### src/ccc_pkg.sv
// constants, field layout and carrier types of the charger control block
// assumes a write-word front end on clk_sys delivering decoded words
// Behaviour
// [RQ1] control_word_c 10:9 selects overcurrent alert debounce
// [RQ2] low rail alert uses fixed 10us debounce
// [RQ3] control_word_c 8:6 sets minimum alert hold
// [RQ4] command 0x39 writes control_word_a, 8 bits
// [RQ5] commands 0x3c, 0x3d write words b, c
// [RQ6] no ceiling write for 175s halts charging
// [RQ7] ceiling write after timeout resumes charging
// [RQ8] control_word_a bit 7 high disables watchdog
// [RQ9] bits 6:5 select high-side short threshold
// [RQ10] bits 4:3 select low-power discharge threshold
// [RQ11] low-power discharge compare only with power monitor
// [RQ12] bit 2 high disables input voltage loop
// [RQ13] bits 1:0 select input regulation reference
// [RQ14] overcurrent asserts alert after debounce, holds minimum
// [RQ15] discharge alert needs monitor unless adapter present
// [RQ16] control_word_b bit 3 enables power monitor
// [RQ17] watchdog restarts on ceiling write, pauses without adapter or when disabled
package ccc_pkg;
  localparam int CLK_PERIOD_NS = 4;
  localparam int US_NS = 1000;
  localparam int TICK_US_CYCLES = (US_NS + CLK_PERIOD_NS - 1) / CLK_PERIOD_NS;
  localparam int US_PER_MS = 1000;
  localparam int MS_PER_S = 1000;
  localparam int TIMEOUT_S = 175;
  localparam int WD_W = 18;
  localparam int CNT_W = 14;

  localparam logic [7:0] CMD_CTRL_A = 8'h39;
  localparam logic [7:0] CMD_CTRL_B = 8'h3c;
  localparam logic [7:0] CMD_CTRL_C = 8'h3d;
  localparam logic [7:0] CMD_CHG_CUR = 8'h14;
  localparam logic [7:0] CMD_CHG_VOLT = 8'h15;

  localparam logic [15:0] RST_CTRL_A = 16'h0000;
  localparam logic [15:0] RST_CTRL_B = 16'h0000;
  localparam logic [15:0] RST_CTRL_C = 16'h0000;
  localparam int A_USED_W = 8;
  localparam int A_WDOG_DIS = 7;
  localparam int A_HS_SHORT_LSB = 5;
  localparam int A_DCHG_LP_LSB = 3;
  localparam int A_VIN_DIS = 2;
  localparam int A_VIN_REF_LSB = 0;
  localparam int B_SYSTEM_POWER_MONITOR_EN = 3;
  localparam int C_DBC_LSB = 9;
  localparam int C_HOLD_LSB = 6;

  localparam logic [CNT_W-1:0] LOW_RAIL_DBC_US = 14'h000a;
  localparam logic [3:0][CNT_W-1:0] DBC_US_TABLE =
    {14'h03e8, 14'h01f4, 14'h0064, 14'h0007};
  localparam logic [7:0][CNT_W-1:0] HOLD_US_TABLE =
    {14'h2710, 14'h1d4c, 14'h1388, 14'h0fa0,
     14'h0bb8, 14'h07d0, 14'h03e8, 14'h01f4};

  localparam int NIN = 5;
  localparam int IN_AC = 0;
  localparam int IN_DC = 1;
  localparam int IN_LR = 2;
  localparam int IN_ADP = 3;
  localparam int IN_LP = 4;
  localparam int NSRC = 3;

  typedef struct packed {
    logic valid;
    logic [7:0] cmd;
    logic [15:0] data;
  } ccc_wr_t;

  typedef struct packed {
    logic [1:0] hs_short_sel;
    logic [1:0] dchg_lp_sel;
    logic dchg_lp_active;
    logic vin_loop_dis;
    logic [1:0] vin_ref_sel;
    logic system_power_monitor_en;
    logic cmp_ref_active;
  } ccc_cfg_t;

  typedef struct packed {
    logic [NIN-1:0] s1;
    logic [NIN-1:0] s2;
    logic [NIN-1:0] s3;
    logic [NIN-1:0] filt;
    logic [15:0] ctrl_a;
    logic [15:0] ctrl_b;
    logic [15:0] ctrl_c;
    logic [7:0] us_div;
    logic [9:0] ms_div;
    logic [WD_W-1:0] wd_cnt;
    logic timed_out;
    logic [NSRC-1:0][CNT_W-1:0] dbc_cnt;
    logic [CNT_W-1:0] hold_cnt;
    logic alert;
  } ccc_state_t;
endpackage : ccc_pkg

### src/ccc_charger_ctrl.sv
// control registers, bus watchdog and throttle alert timing
// assumes write words arrive as one-cycle pulses on clk_sys;
// comparator and presence pins are asynchronous
`timescale 1ns/1ps
module ccc_charger_ctrl #(
  parameter int TIMEOUT_MS = ccc_pkg::TIMEOUT_S * ccc_pkg::MS_PER_S
) (
  input wire logic clk_sys,
  input wire logic arst_n,
  input wire ccc_pkg::ccc_wr_t wr,
  input wire logic adapter_oc_pin,
  input wire logic dchg_oc_pin,
  input wire logic low_rail_pin,
  input wire logic adapter_present_pin,
  input wire logic lp_mode_pin,
  output logic [15:0] control_word_a,
  output logic [15:0] control_word_b,
  output logic [15:0] control_word_c,
  output ccc_pkg::ccc_cfg_t cfg,
  output logic charge_enable,
  output logic watchdog_expired,
  output logic alert_o,
  output logic alert_oe
);
  localparam logic [7:0] US_LAST = 8'(ccc_pkg::TICK_US_CYCLES - 1);
  localparam logic [9:0] MS_LAST = 10'(ccc_pkg::US_PER_MS - 1);
  localparam logic [ccc_pkg::WD_W-1:0] WD_LAST =
    ccc_pkg::WD_W'(TIMEOUT_MS - 1);

  ccc_pkg::ccc_state_t st;
  ccc_pkg::ccc_state_t next_st;
  logic [ccc_pkg::NIN-1:0] raw_in;
  logic us_tick;
  logic ms_tick;
  logic ceil_wr;
  logic wd_en;
  logic cmp_ref;
  logic [ccc_pkg::NSRC-1:0] src_raw;
  logic [ccc_pkg::NSRC-1:0] src_act;
  logic [ccc_pkg::NSRC-1:0][ccc_pkg::CNT_W-1:0] lim;

  assign raw_in = {lp_mode_pin, adapter_present_pin, low_rail_pin,
                   dchg_oc_pin, adapter_oc_pin};
  assign us_tick = (st.us_div == US_LAST);
  assign ms_tick = us_tick && (st.ms_div == MS_LAST);
  assign ceil_wr = wr.valid && (wr.cmd == ccc_pkg::CMD_CHG_CUR ||
                   wr.cmd == ccc_pkg::CMD_CHG_VOLT);
  assign wd_en = st.filt[ccc_pkg::IN_ADP] &&
                 !st.ctrl_a[ccc_pkg::A_WDOG_DIS]; // [RQ8]
  // comparator reference lives with adapter or power monitor
  assign cmp_ref = st.filt[ccc_pkg::IN_ADP] ||
                   st.ctrl_b[ccc_pkg::B_SYSTEM_POWER_MONITOR_EN]; // [RQ15] [RQ16]

  always_comb begin
    src_raw[0] = st.filt[ccc_pkg::IN_AC];
    src_raw[1] = st.filt[ccc_pkg::IN_DC] && cmp_ref; // [RQ11] [RQ15]
    src_raw[2] = st.filt[ccc_pkg::IN_LR];
    lim[0] = ccc_pkg::DBC_US_TABLE[st.ctrl_c[ccc_pkg::C_DBC_LSB +: 2]];
    lim[1] = lim[0]; // [RQ1]
    lim[2] = ccc_pkg::LOW_RAIL_DBC_US; // [RQ2]
    for (int i = 0; i < ccc_pkg::NSRC; i++) begin
      src_act[i] = (st.dbc_cnt[i] > lim[i]);
    end
  end

  always_comb begin
    next_st = st;
    next_st.s1 = raw_in;
    next_st.s2 = st.s1;
    next_st.s3 = st.s2;
    for (int i = 0; i < ccc_pkg::NIN; i++) begin
      if (st.s2[i] == st.s3[i]) begin
        next_st.filt[i] = st.s3[i];
      end
    end
    next_st.us_div = us_tick ? 8'h00 : st.us_div + 8'h01;
    if (us_tick) begin
      next_st.ms_div = ms_tick ? 10'h000 : st.ms_div + 10'h001;
    end
    if (wr.valid) begin
      unique case (wr.cmd)
        ccc_pkg::CMD_CTRL_A: begin
          next_st.ctrl_a = {8'h00, wr.data[ccc_pkg::A_USED_W-1:0]}; // [RQ4]
        end
        ccc_pkg::CMD_CTRL_B: begin
          next_st.ctrl_b = wr.data; // [RQ5]
        end
        ccc_pkg::CMD_CTRL_C: begin
          next_st.ctrl_c = wr.data; // [RQ5]
        end
        default: begin
        end
      endcase
    end
    // watchdog: a live host keeps rewriting the charge ceilings
    if (ceil_wr) begin
      next_st.wd_cnt = '0; // [RQ17]
      next_st.timed_out = 1'b0; // [RQ7]
    end else if (wd_en && ms_tick && !st.timed_out) begin
      if (st.wd_cnt >= WD_LAST) begin
        next_st.timed_out = 1'b1; // [RQ6]
      end else begin
        next_st.wd_cnt = st.wd_cnt + ccc_pkg::WD_W'(1); // [RQ17]
      end
    end
    for (int i = 0; i < ccc_pkg::NSRC; i++) begin
      if (!src_raw[i]) begin
        next_st.dbc_cnt[i] = '0;
      end else if (us_tick && !src_act[i]) begin
        next_st.dbc_cnt[i] = st.dbc_cnt[i] + ccc_pkg::CNT_W'(1); // [RQ1] [RQ2]
      end
    end
    // hold reloads only on a fresh assertion
    if (!st.alert) begin
      if (|src_act) begin
        next_st.alert = 1'b1; // [RQ14]
        next_st.hold_cnt = ccc_pkg::HOLD_US_TABLE[
          st.ctrl_c[ccc_pkg::C_HOLD_LSB +: 3]] + ccc_pkg::CNT_W'(1); // [RQ3]
      end
    end else begin
      if (us_tick && st.hold_cnt != '0) begin
        next_st.hold_cnt = st.hold_cnt - ccc_pkg::CNT_W'(1); // [RQ3]
      end
      if (st.hold_cnt == '0 && !(|src_act)) begin
        next_st.alert = 1'b0; // [RQ14]
      end
    end
  end

  always_ff @(posedge clk_sys or negedge arst_n) begin
    if (!arst_n) begin
      st <= '0;
      st.ctrl_a <= ccc_pkg::RST_CTRL_A;
      st.ctrl_b <= ccc_pkg::RST_CTRL_B;
      st.ctrl_c <= ccc_pkg::RST_CTRL_C;
    end else begin
      st <= next_st;
    end
  end

  assign control_word_a = st.ctrl_a;
  assign control_word_b = st.ctrl_b;
  assign control_word_c = st.ctrl_c;
  assign cfg.hs_short_sel = st.ctrl_a[ccc_pkg::A_HS_SHORT_LSB +: 2]; // [RQ9]
  assign cfg.dchg_lp_sel = st.ctrl_a[ccc_pkg::A_DCHG_LP_LSB +: 2]; // [RQ10]
  // low-power threshold applies on battery only, with reference up
  assign cfg.dchg_lp_active = st.filt[ccc_pkg::IN_LP] &&
    !st.filt[ccc_pkg::IN_ADP] && cmp_ref; // [RQ11]
  assign cfg.vin_loop_dis = st.ctrl_a[ccc_pkg::A_VIN_DIS]; // [RQ12]
  assign cfg.vin_ref_sel = st.ctrl_a[ccc_pkg::A_VIN_REF_LSB +: 2]; // [RQ13]
  assign cfg.system_power_monitor_en = st.ctrl_b[ccc_pkg::B_SYSTEM_POWER_MONITOR_EN]; // [RQ16]
  assign cfg.cmp_ref_active = cmp_ref;
  assign charge_enable = !st.timed_out; // [RQ6]
  assign watchdog_expired = st.timed_out;
  assign alert_o = 1'b0;
  assign alert_oe = st.alert; // [RQ14]
endmodule : ccc_charger_ctrl

### config.mk
export PLATFORM = sky130hd
export DESIGN_NAME = ccc_charger_ctrl
export DESIGN_NICKNAME = d
export VERILOG_FILES = /design/src/ccc_pkg.sv /design/src/ccc_charger_ctrl.sv
export SDC_FILE = /design/constraint.sdc
export NUM_CORES = 1
export LEC_CHECK = 0
export BUFFER_PORTS_ARGS = -buffer_cell sky130_fd_sc_hd__buf_2
export CAP_MARGIN = 15
export CORE_MARGIN = 4
export CORE_UTILIZATION = 59
export DETAILED_ROUTE_END_ITERATION = 6
export PLACE_DENSITY_LB_ADDON = 0.1
export SLEW_MARGIN = 40
export SYNTH_ARGS = -nofsm -noshare
export SYNTH_HDL_FRONTEND = slang
export SYNTH_SLANG_ARGS = --single-unit
### constraint.sdc
create_clock -name clk_sys -period 3.6 [get_ports clk_sys]
set_clock_uncertainty 0.05 [all_clocks]
set_input_delay 0 -clock clk_sys [delete_from_list [all_inputs] [get_ports clk_sys]]
set_output_delay 0 -clock clk_sys [all_outputs]
set_load 0.02 [all_outputs]
==> results of run 1 <==
[per-stage QoR]
step | utilization (%) | std cells
2_1_floorplan | - | 759
3_3_place_gp | 63.0 | 941
3_5_place_dp | 63.1 | 941
4_1_cts | 69.6 | 998
5_1_grt | 69.6 | 998
6_report | 69.6 | 998
[kinds of logic after synthesis]
| family | Yosys count | synth area share, % |
|---|---|---|
| and+or+nand+nor | 242 | 16.5 |
| DFF | 154 | 48.8 |
| AOI/OAI and AO/OA | 138 | 12.0 |
| buffers and inverters | 110 | 8.12 |
| muxes | 48 | 6.75 |
| adders and majority gates | 33 | 5.07 |
| xor gates and xnor gates | 25 | 2.77 |
| other | 1 | 0.0475 |
[layout by cell type (no fill, tap or decap), drive strengths merged, types with 28 or more instances in the layout]
cell   instances
a21oi         33
buf           91
mux2          42
dfrtp        154
nand3         37
nor2          42
inv           33
ha            28
nand2         44
o21ai         29
[worst reg2reg max path: stages (launching register included)]
cell       delay (ps)
dfrtp_1           470
or2_2             410
inv_1             210
ha_1              150
nand2_1            40
a2111oi_1         420
o2111a_1          260
a21o_2            170
nand3_1           190
or4_1             540
a21oi_1           150
[Yosys cell counts (2+ instances only)]
| cell | number |
|---|---|
| dfrtp_1 | 154 |
| buf_4 | 59 |
| nand2_1 | 43 |
| mux2_2 | 42 |
| nor2_1 | 42 |
| nand3_1 | 36 |
| a21oi_1 | 33 |
| ha_1 | 28 |
| inv_1 | 27 |
| o21ai_0 | 27 |
| or3_1 | 23 |
| and2_1 | 17 |
| clkbuf_1 | 17 |
| nor3_1 | 14 |
| nand4_1 | 13 |
| or4_1 | 13 |
| xor2_1 | 13 |
| o31ai_1 | 12 |
| xnor2_1 | 12 |
| o211ai_1 | 10 |
| and3_1 | 9 |
| a211oi_1 | 8 |
| a221o_1 | 6 |
| mux2i_1 | 6 |
| a21o_1 | 5 |
| buf_2 | 5 |
| maj3_1 | 5 |
| nor2b_1 | 5 |
| o2111ai_1 | 5 |
| or2_2 | 5 |
| a31oi_1 | 4 |
| and4_1 | 4 |
| nand2b_1 | 4 |
| nand3b_1 | 3 |
| o41ai_1 | 3 |
| a2111oi_0 | 2 |
| and3b_1 | 2 |
| clkinv_1 | 2 |
| nor4_1 | 2 |
| o21a_1 | 2 |
| o21ai_1 | 2 |
| o21bai_1 | 2 |
[path summary, 6_finish.rpt]
check | from | depth (start not counted) | endpoint | slack (ps)
worst max-delay path | control_word_c[10]$_DFFE_PN0P_ | 10 | st[38]$_DFFE_PN0P_ | 460
worst min-delay path | wr[18] | 4 | control_word_a[1]$_DFFE_PN0P_ | 80
worst max register to register | control_word_c[10]$_DFFE_PN0P_ | 10 | st[38]$_DFFE_PN0P_ | 460
worst min register to register | next_st[155]$_DFF_PN0_ | 0 | next_st[150]$_DFF_PN0_ | 300
max in group asynchronous | arst_n | 3 | st[87]$_DFF_PN0_ | 2600
min in group asynchronous | arst_n | 2 | st[23]$_DFFE_PN0P_ | 150
[layout make-up]
| cell class | instances | share of cell area [%] |
|---|---|---|
| clock buffer | 18 | 4.79 |
| timing repair buffer | 116 | 8.33 |
| inverter | 29 | 1.22 |
| clock inverter | 14 | 1.77 |
| multi-input combinational | 495 | 38.5 |
| tap | 172 | 2.40 |
| sequential | 154 | 43.0 |
[flip-flops by register name (all words and copies together) (netlist names)]
register and count:
alert_oe 1, control_word_a 8, control_word_b 16, control_word_c 16, next_st 10, src_raw 2, st 100, watchdog_expired 1
[where the power goes]
part           internal [mW]  switching, mW
Clock                  0.983          0.776
Combinational          0.132          0.211
Sequential              1.79         0.0624
[per-layer routing]
layer	up-vias	part of all wire (%)	GRT usage [%]
met5	-	0	0
met4	0	2.1	7.68
met3	39	4.5	5.81
met2	162	51	38.0
met1	2890	43	30.0
li1	2772	-	-
==> impl_metrics.csv, run 1 <==
group,metric,value,unit
status,status,"finished, final reports clean",
sta,finalCriticalPeriod,3140,ps
floorplanning,rows,41,
cells_and_area,n_antenna_cell,0,
sta,slew_headroom,47.8,%
synth,synthFlopType,"dfrtp_1",
route,drcViolationCount,0,
cells_and_area,seq_area,3850,um2
sta,setup_ws,459,ps
synth,ys_types,67,
cells_and_area,multi_input_area,3450,um2
power,p_leak,4.23,nW
grt,overflow,0,
synth,synth_area,7890,um2
synth,synthTopCellsByArea,"dfrtp_1 49%, mux2_2 6.0%, buf_4 5.6%",
setup_path,crit_chain,"or2_2 -> inv_1 -> ha_1 -> nand2_1 -> a2111oi_1 -> o2111a_1 -> a21o_2 -> nand3_1 -> or4_1 -> a21oi_1",
floorplanning,fp.dieH,124,um
cells_and_area,final_nets,873,
clock_tree,cts_max_path_buffers,2,
sta,tightest_slew,780,ps
sta,final_hold_viol_count,0,
synth,synth_edf_count,0,
grt,grt_max_degree,100,
cells_and_area,fin_area,8960,um2
setup_path,cp_max_fo,10,
power,ir_worst_vdd,0.000468,V
floorplanning,die_x,124,um
clock_tree,clock_tree.root_cell,"clkbuf_16",
clock_tree,htreeDepth,4,
placed_design,gp_congestion,0.877,
clock_tree,cts.sinks,154,
clock_tree,path_clk_slew,70,ps
sta,maxSlewViolCount,0,
cells_and_area,fillCellCount,954,
clock_tree,post_cts_resized,0,
sta,final.setup.tns,0,ps
setup_path,cp_top_family,"simple AND/OR/NAND/NOR gates",
route,firstDrtPassIters,5,
setup_path,required,3890,ps
synth,ys_seq_area_share,48.8,%
synth,synth_cells,751,
synth,synth-seq-cells,154,
clock_tree,insertion_delay,420,ps
sta,finalSetupViolCount,0,
setup_path,crit_path_max_incr_delay,540,ps
power,power_density,442,nW/um2
synth,ys_warn_count,0,
sta,worst_hold_slack,84.6,ps
clock_tree,numCtsBuffers,17,
route,wl_per_cell,16.7,um
setup_path,critPathKind,"flop to flop",
clock_tree,post-cts-setup-buffer-count,0,
setup_path,endpoint_kind,"flop",
route,vias,5863,
grt,grt_pass1_vias,5863,
setup_path,cp_num_buf_inv,1,
grt,grt_pass1_wl,28.0,mm
synth,synth_top_cell_area_share,48.8,%
grt,antenna_found_initial,0,
flow_run,drv_cap,0,
route,drt_first_iter_violations,419,
hold_path,hp-class,"input port to flop",
clock_tree,cts_tree,"done",
floorplanning,initial_utilization,61.3,%
synth,synthArstFlopShare,100,%
sta,finalCritPeriodShare,87.2,%
floorplanning,coreArea,12900,um2
route,routed_wirelength,16.6,mm
grt,grt.total_usage,23.1,%
cells_and_area,areaGrowthSynthToFinish,13.5,%
clock_tree,hold_buffers,25,
setup_path,slowest_stage,"or4_1",
setup_path,critPathLaunchType,"flop",
placed_design,pre_cts_ws,556,ps
power,p_total,3.96,mW
route,detail_route.vias_per_cell,5.87,
sta,grt_setup_unrepaired,"no",
floorplanning,num_io_pins,94,
route,ant_nets,0,
sta,max_freq,318,MHz
placed_design,dpl_cell_area,8120,um2
placed_design,port_buffers,84,
synth,syn_avg_cell_area,10.5,um2
cells_and_area,drive_gt1_share,21.5,%
floorplanning,die_area,15300,um2
placed_design,dpl.hpwl,11.3,mm
setup_path,crit_arrival,3440,ps
synth,synth_area_leader_cell,"dfrtp_1",
Note: power is estimated with default switching activity, not from simulation.
==> run 2: changes to the inputs <==
Clock period 3.6 ns to 3.2 ns, I/O delays scaled along.
==> run 2 against run 1 <==
Effect of this change:
- worst setup slack got worse by 300 ps
- clock power grew 9%
- via count increased by 0.20%
- wire length shrank 1.0%
- critical path depth unchanged
- hold slack worse by 54 ps
==> impl_metrics.csv, run 2 (same netlist as run 1, synthesis figures left out) <==
group,metric,value,unit
cells_and_area,postLayoutCoreUtil,69.8,%
setup_path,reg2reg_from,"control_word_c[10]$_DFFE_PN0P_",
grt,grt_max_degree,64,
floorplanning,rows,41,
cells_and_area,largest_register,"st",
clock_tree,insertion_delay,420,ps
floorplanning,initial_utilization,61.3,%
setup_path,required,3490,ps
sta,finalSetupViolCount,0,
clock_tree,cts_max_path_buffers,2,
power,p_leak,4.25,nW
cells_and_area,largest_reg_flops,100,
grt,antenna_found_initial,0,
power,internal_power,3.25,mW
floorplanning,die_area,15300,um2
cells_and_area,fillCellCount,996,
cells_and_area,final_common_cell,"dfrtp_1",
grt,grt.total_usage,22.9,%
setup_path,crit_path_max_incr_delay,520,ps
cells_and_area,n_antenna_cell,0,
sta,maxSlewViolCount,0,
sta,worst_hold_slack,30.4,ps
power,ir_worst_vdd,0.000423,V
placed_design,pre_cts_ws,121,ps
floorplanning,fp.dieH,124,um
clock_tree,htreeDepth,4,
setup_path,cp_top_family,"compound AO/OA/AOI/OAI gates",
hold_path,min_to,"st[60]$_DFFE_PN0P_",
setup_path,critPathKind,"flop to flop",
sta,grt_setup_unrepaired,"yes",
floorplanning,die_x,124,um
sta,max_freq,328,MHz
setup_path,cp_num_buf_inv,2,
power,power_frac_comb,8.8,%
floorplanning,coreArea,12900,um2
hold_path,whs_path_depth,4,
clock_tree,clock_tree.root_cell,"clkbuf_16",
power,p_clk_share,43.6,%
route,drcViolationCount,0,
power,switching_share,25.9,%
setup_path,worstRegToRegCells,10,
route,top_layer,"met4",
hold_path,hp-start,"wr[21]",
sta,finalCriticalPeriod,3050,ps
cells_and_area,stdcell_count,1005,
cells_and_area,layout_common_cells,"154 x dfrtp_1, 84 x buf_2, 43 x nand2_1, 42 x nor2_1, 42 x mux2_2",
sta,final.setup.tns,0,ps
clock_tree,cts.sinks,154,
sta,tightest_slew,661,ps
flow_run,drv_cap,0,
sta,finalCritPeriodShare,95.2,%
power,seq_power_share,47.6,%
route,wl_per_cell,16.4,um
grt,grt_pass1_wl,27.8,mm
setup_path,endpoint_kind,"flop",
grt,overflow,0,
placed_design,port_buffers,84,
route,wl_met3,746,um
placed_design,dpl.hpwl,11.3,mm
sta,slew_headroom,55.9,%
cells_and_area,final_nets,881,
setup_path,critPathLaunchType,"flop",
route,firstDrtPassIters,7,
route,wl_met2,8.14,mm
clock_tree,cts_tree,"done",
placed_design,gp_congestion,0.950,
setup_path,crit_arrival,3340,ps
power,p_sw,1.14,mW
route,drt_first_iter_violations,342,
setup_path,slowest_stage,"or4_1",
floorplanning,num_io_pins,94,
route,vias,5875,
power,power_density,488,nW/um2
setup_path,r2r_slack,150,ps
clock_tree,path_clk_slew,60,ps
status,status,"finished, final reports clean",
route,routed_wirelength,16.5,mm
power,p_total,4.39,mW
cells_and_area,areaGrowthSynthToFinish,13.9,%
clock_tree,numCtsBuffers,17,
sta,setup_ws,154,ps
hold_path,hp-class,"input port to flop",
route,detail_route.vias_per_cell,5.85,
route,wl_met1,7.17,mm
placed_design,placed_cells,946,
setup_path,crit_chain,"inv_1 -> ha_1 -> a21o_1 -> a211oi_1 -> o211ai_1 -> o211ai_2 -> buf_4 -> nand2_4 -> or4_1 -> a21oi_1",
sta,final_hold_viol_count,0,
route,ant_nets,0,
cells_and_area,drive_gt1_share,22.4,%
cells_and_area,fin_area,8990,um2
grt,grt_pass1_vias,5920,
setup_path,r2r_end,"st[23]$_DFFE_PN0P_",
placed_design,dpl_cell_area,8150,um2
setup_path,cp_max_fo,13,
[run 2: worst max path at each step]
stage                                   startpoint            endpoint  depth (start not counted)
floorplan           control_word_c[10]$_DFFE_PN0P_  st[36]$_DFFE_PN0P_                         10
global placement    control_word_c[10]$_DFFE_PN0P_  st[38]$_DFFE_PN0P_                         10
detailed placement  control_word_c[10]$_DFFE_PN0P_  st[23]$_DFFE_PN0P_                          9
CTS                 control_word_c[10]$_DFFE_PN0P_  st[23]$_DFFE_PN0P_                          9
global route         control_word_c[9]$_DFFE_PN0P_  st[38]$_DFFE_PN0P_                          9
finish              control_word_c[10]$_DFFE_PN0P_  st[23]$_DFFE_PN0P_                         10
[run 2: area by class of cell]
class / instances / area [um2] / area share [%]
inverters: 29 / 109 / 1.21
clock buffers: 17 / 425 / 4.73
clock inverters: 14 / 138 / 1.53
multi-input cells: 495 / 3440 / 38.3
repair buffers: 124 / 807 / 8.98
flip-flops and latches: 154 / 3850 / 42.9
well taps: 172 / 215 / 2.39
[run 2: routing by layer]
metal / vias to the layer above / global-route usage (%)
li1: 2797 / -
met1: 2872 / 29.5
met2: 166 / 37.7
met3: 40 / 5.22
met4: 0 / 9.13
met5: - / 0
[run 2: worst reg2reg max path: cells and delay by family, from the launching register on]
| family | cells | cell delay (ps) |
|---|---|---|
| and+or+nand+nor | 2 | 620 |
| adders and majority gates | 1 | 360 |
| DFF | 1 | 500 |
| AOI/OAI and AO/OA | 5 | 1090 |
| buffers and inverters | 2 | 350 |
[run 2: timing repair]
item,4_1_cts,5_1_grt
setup buffers,0,2
endpoints found under the setup margin,0,10
hold endpoints to repair,181,0
gates resized for setup,0,3
hold buffers,26,0
[run 2: power groups by stage]
| stage | clock network [mW] | registers [mW] | logic [mW] |
|---|---|---|---|
| after CTS | 1.96 | 2.09 | 0.388 |
| after floorplan | 0 | 2.10 | 0.273 |
| after global routing | 2.04 | 2.10 | 0.434 |
| after global placement | 0 | 2.12 | 0.346 |
| final | 1.92 | 2.09 | 0.386 |
| after detailed placement | 0 | 2.12 | 0.363 |
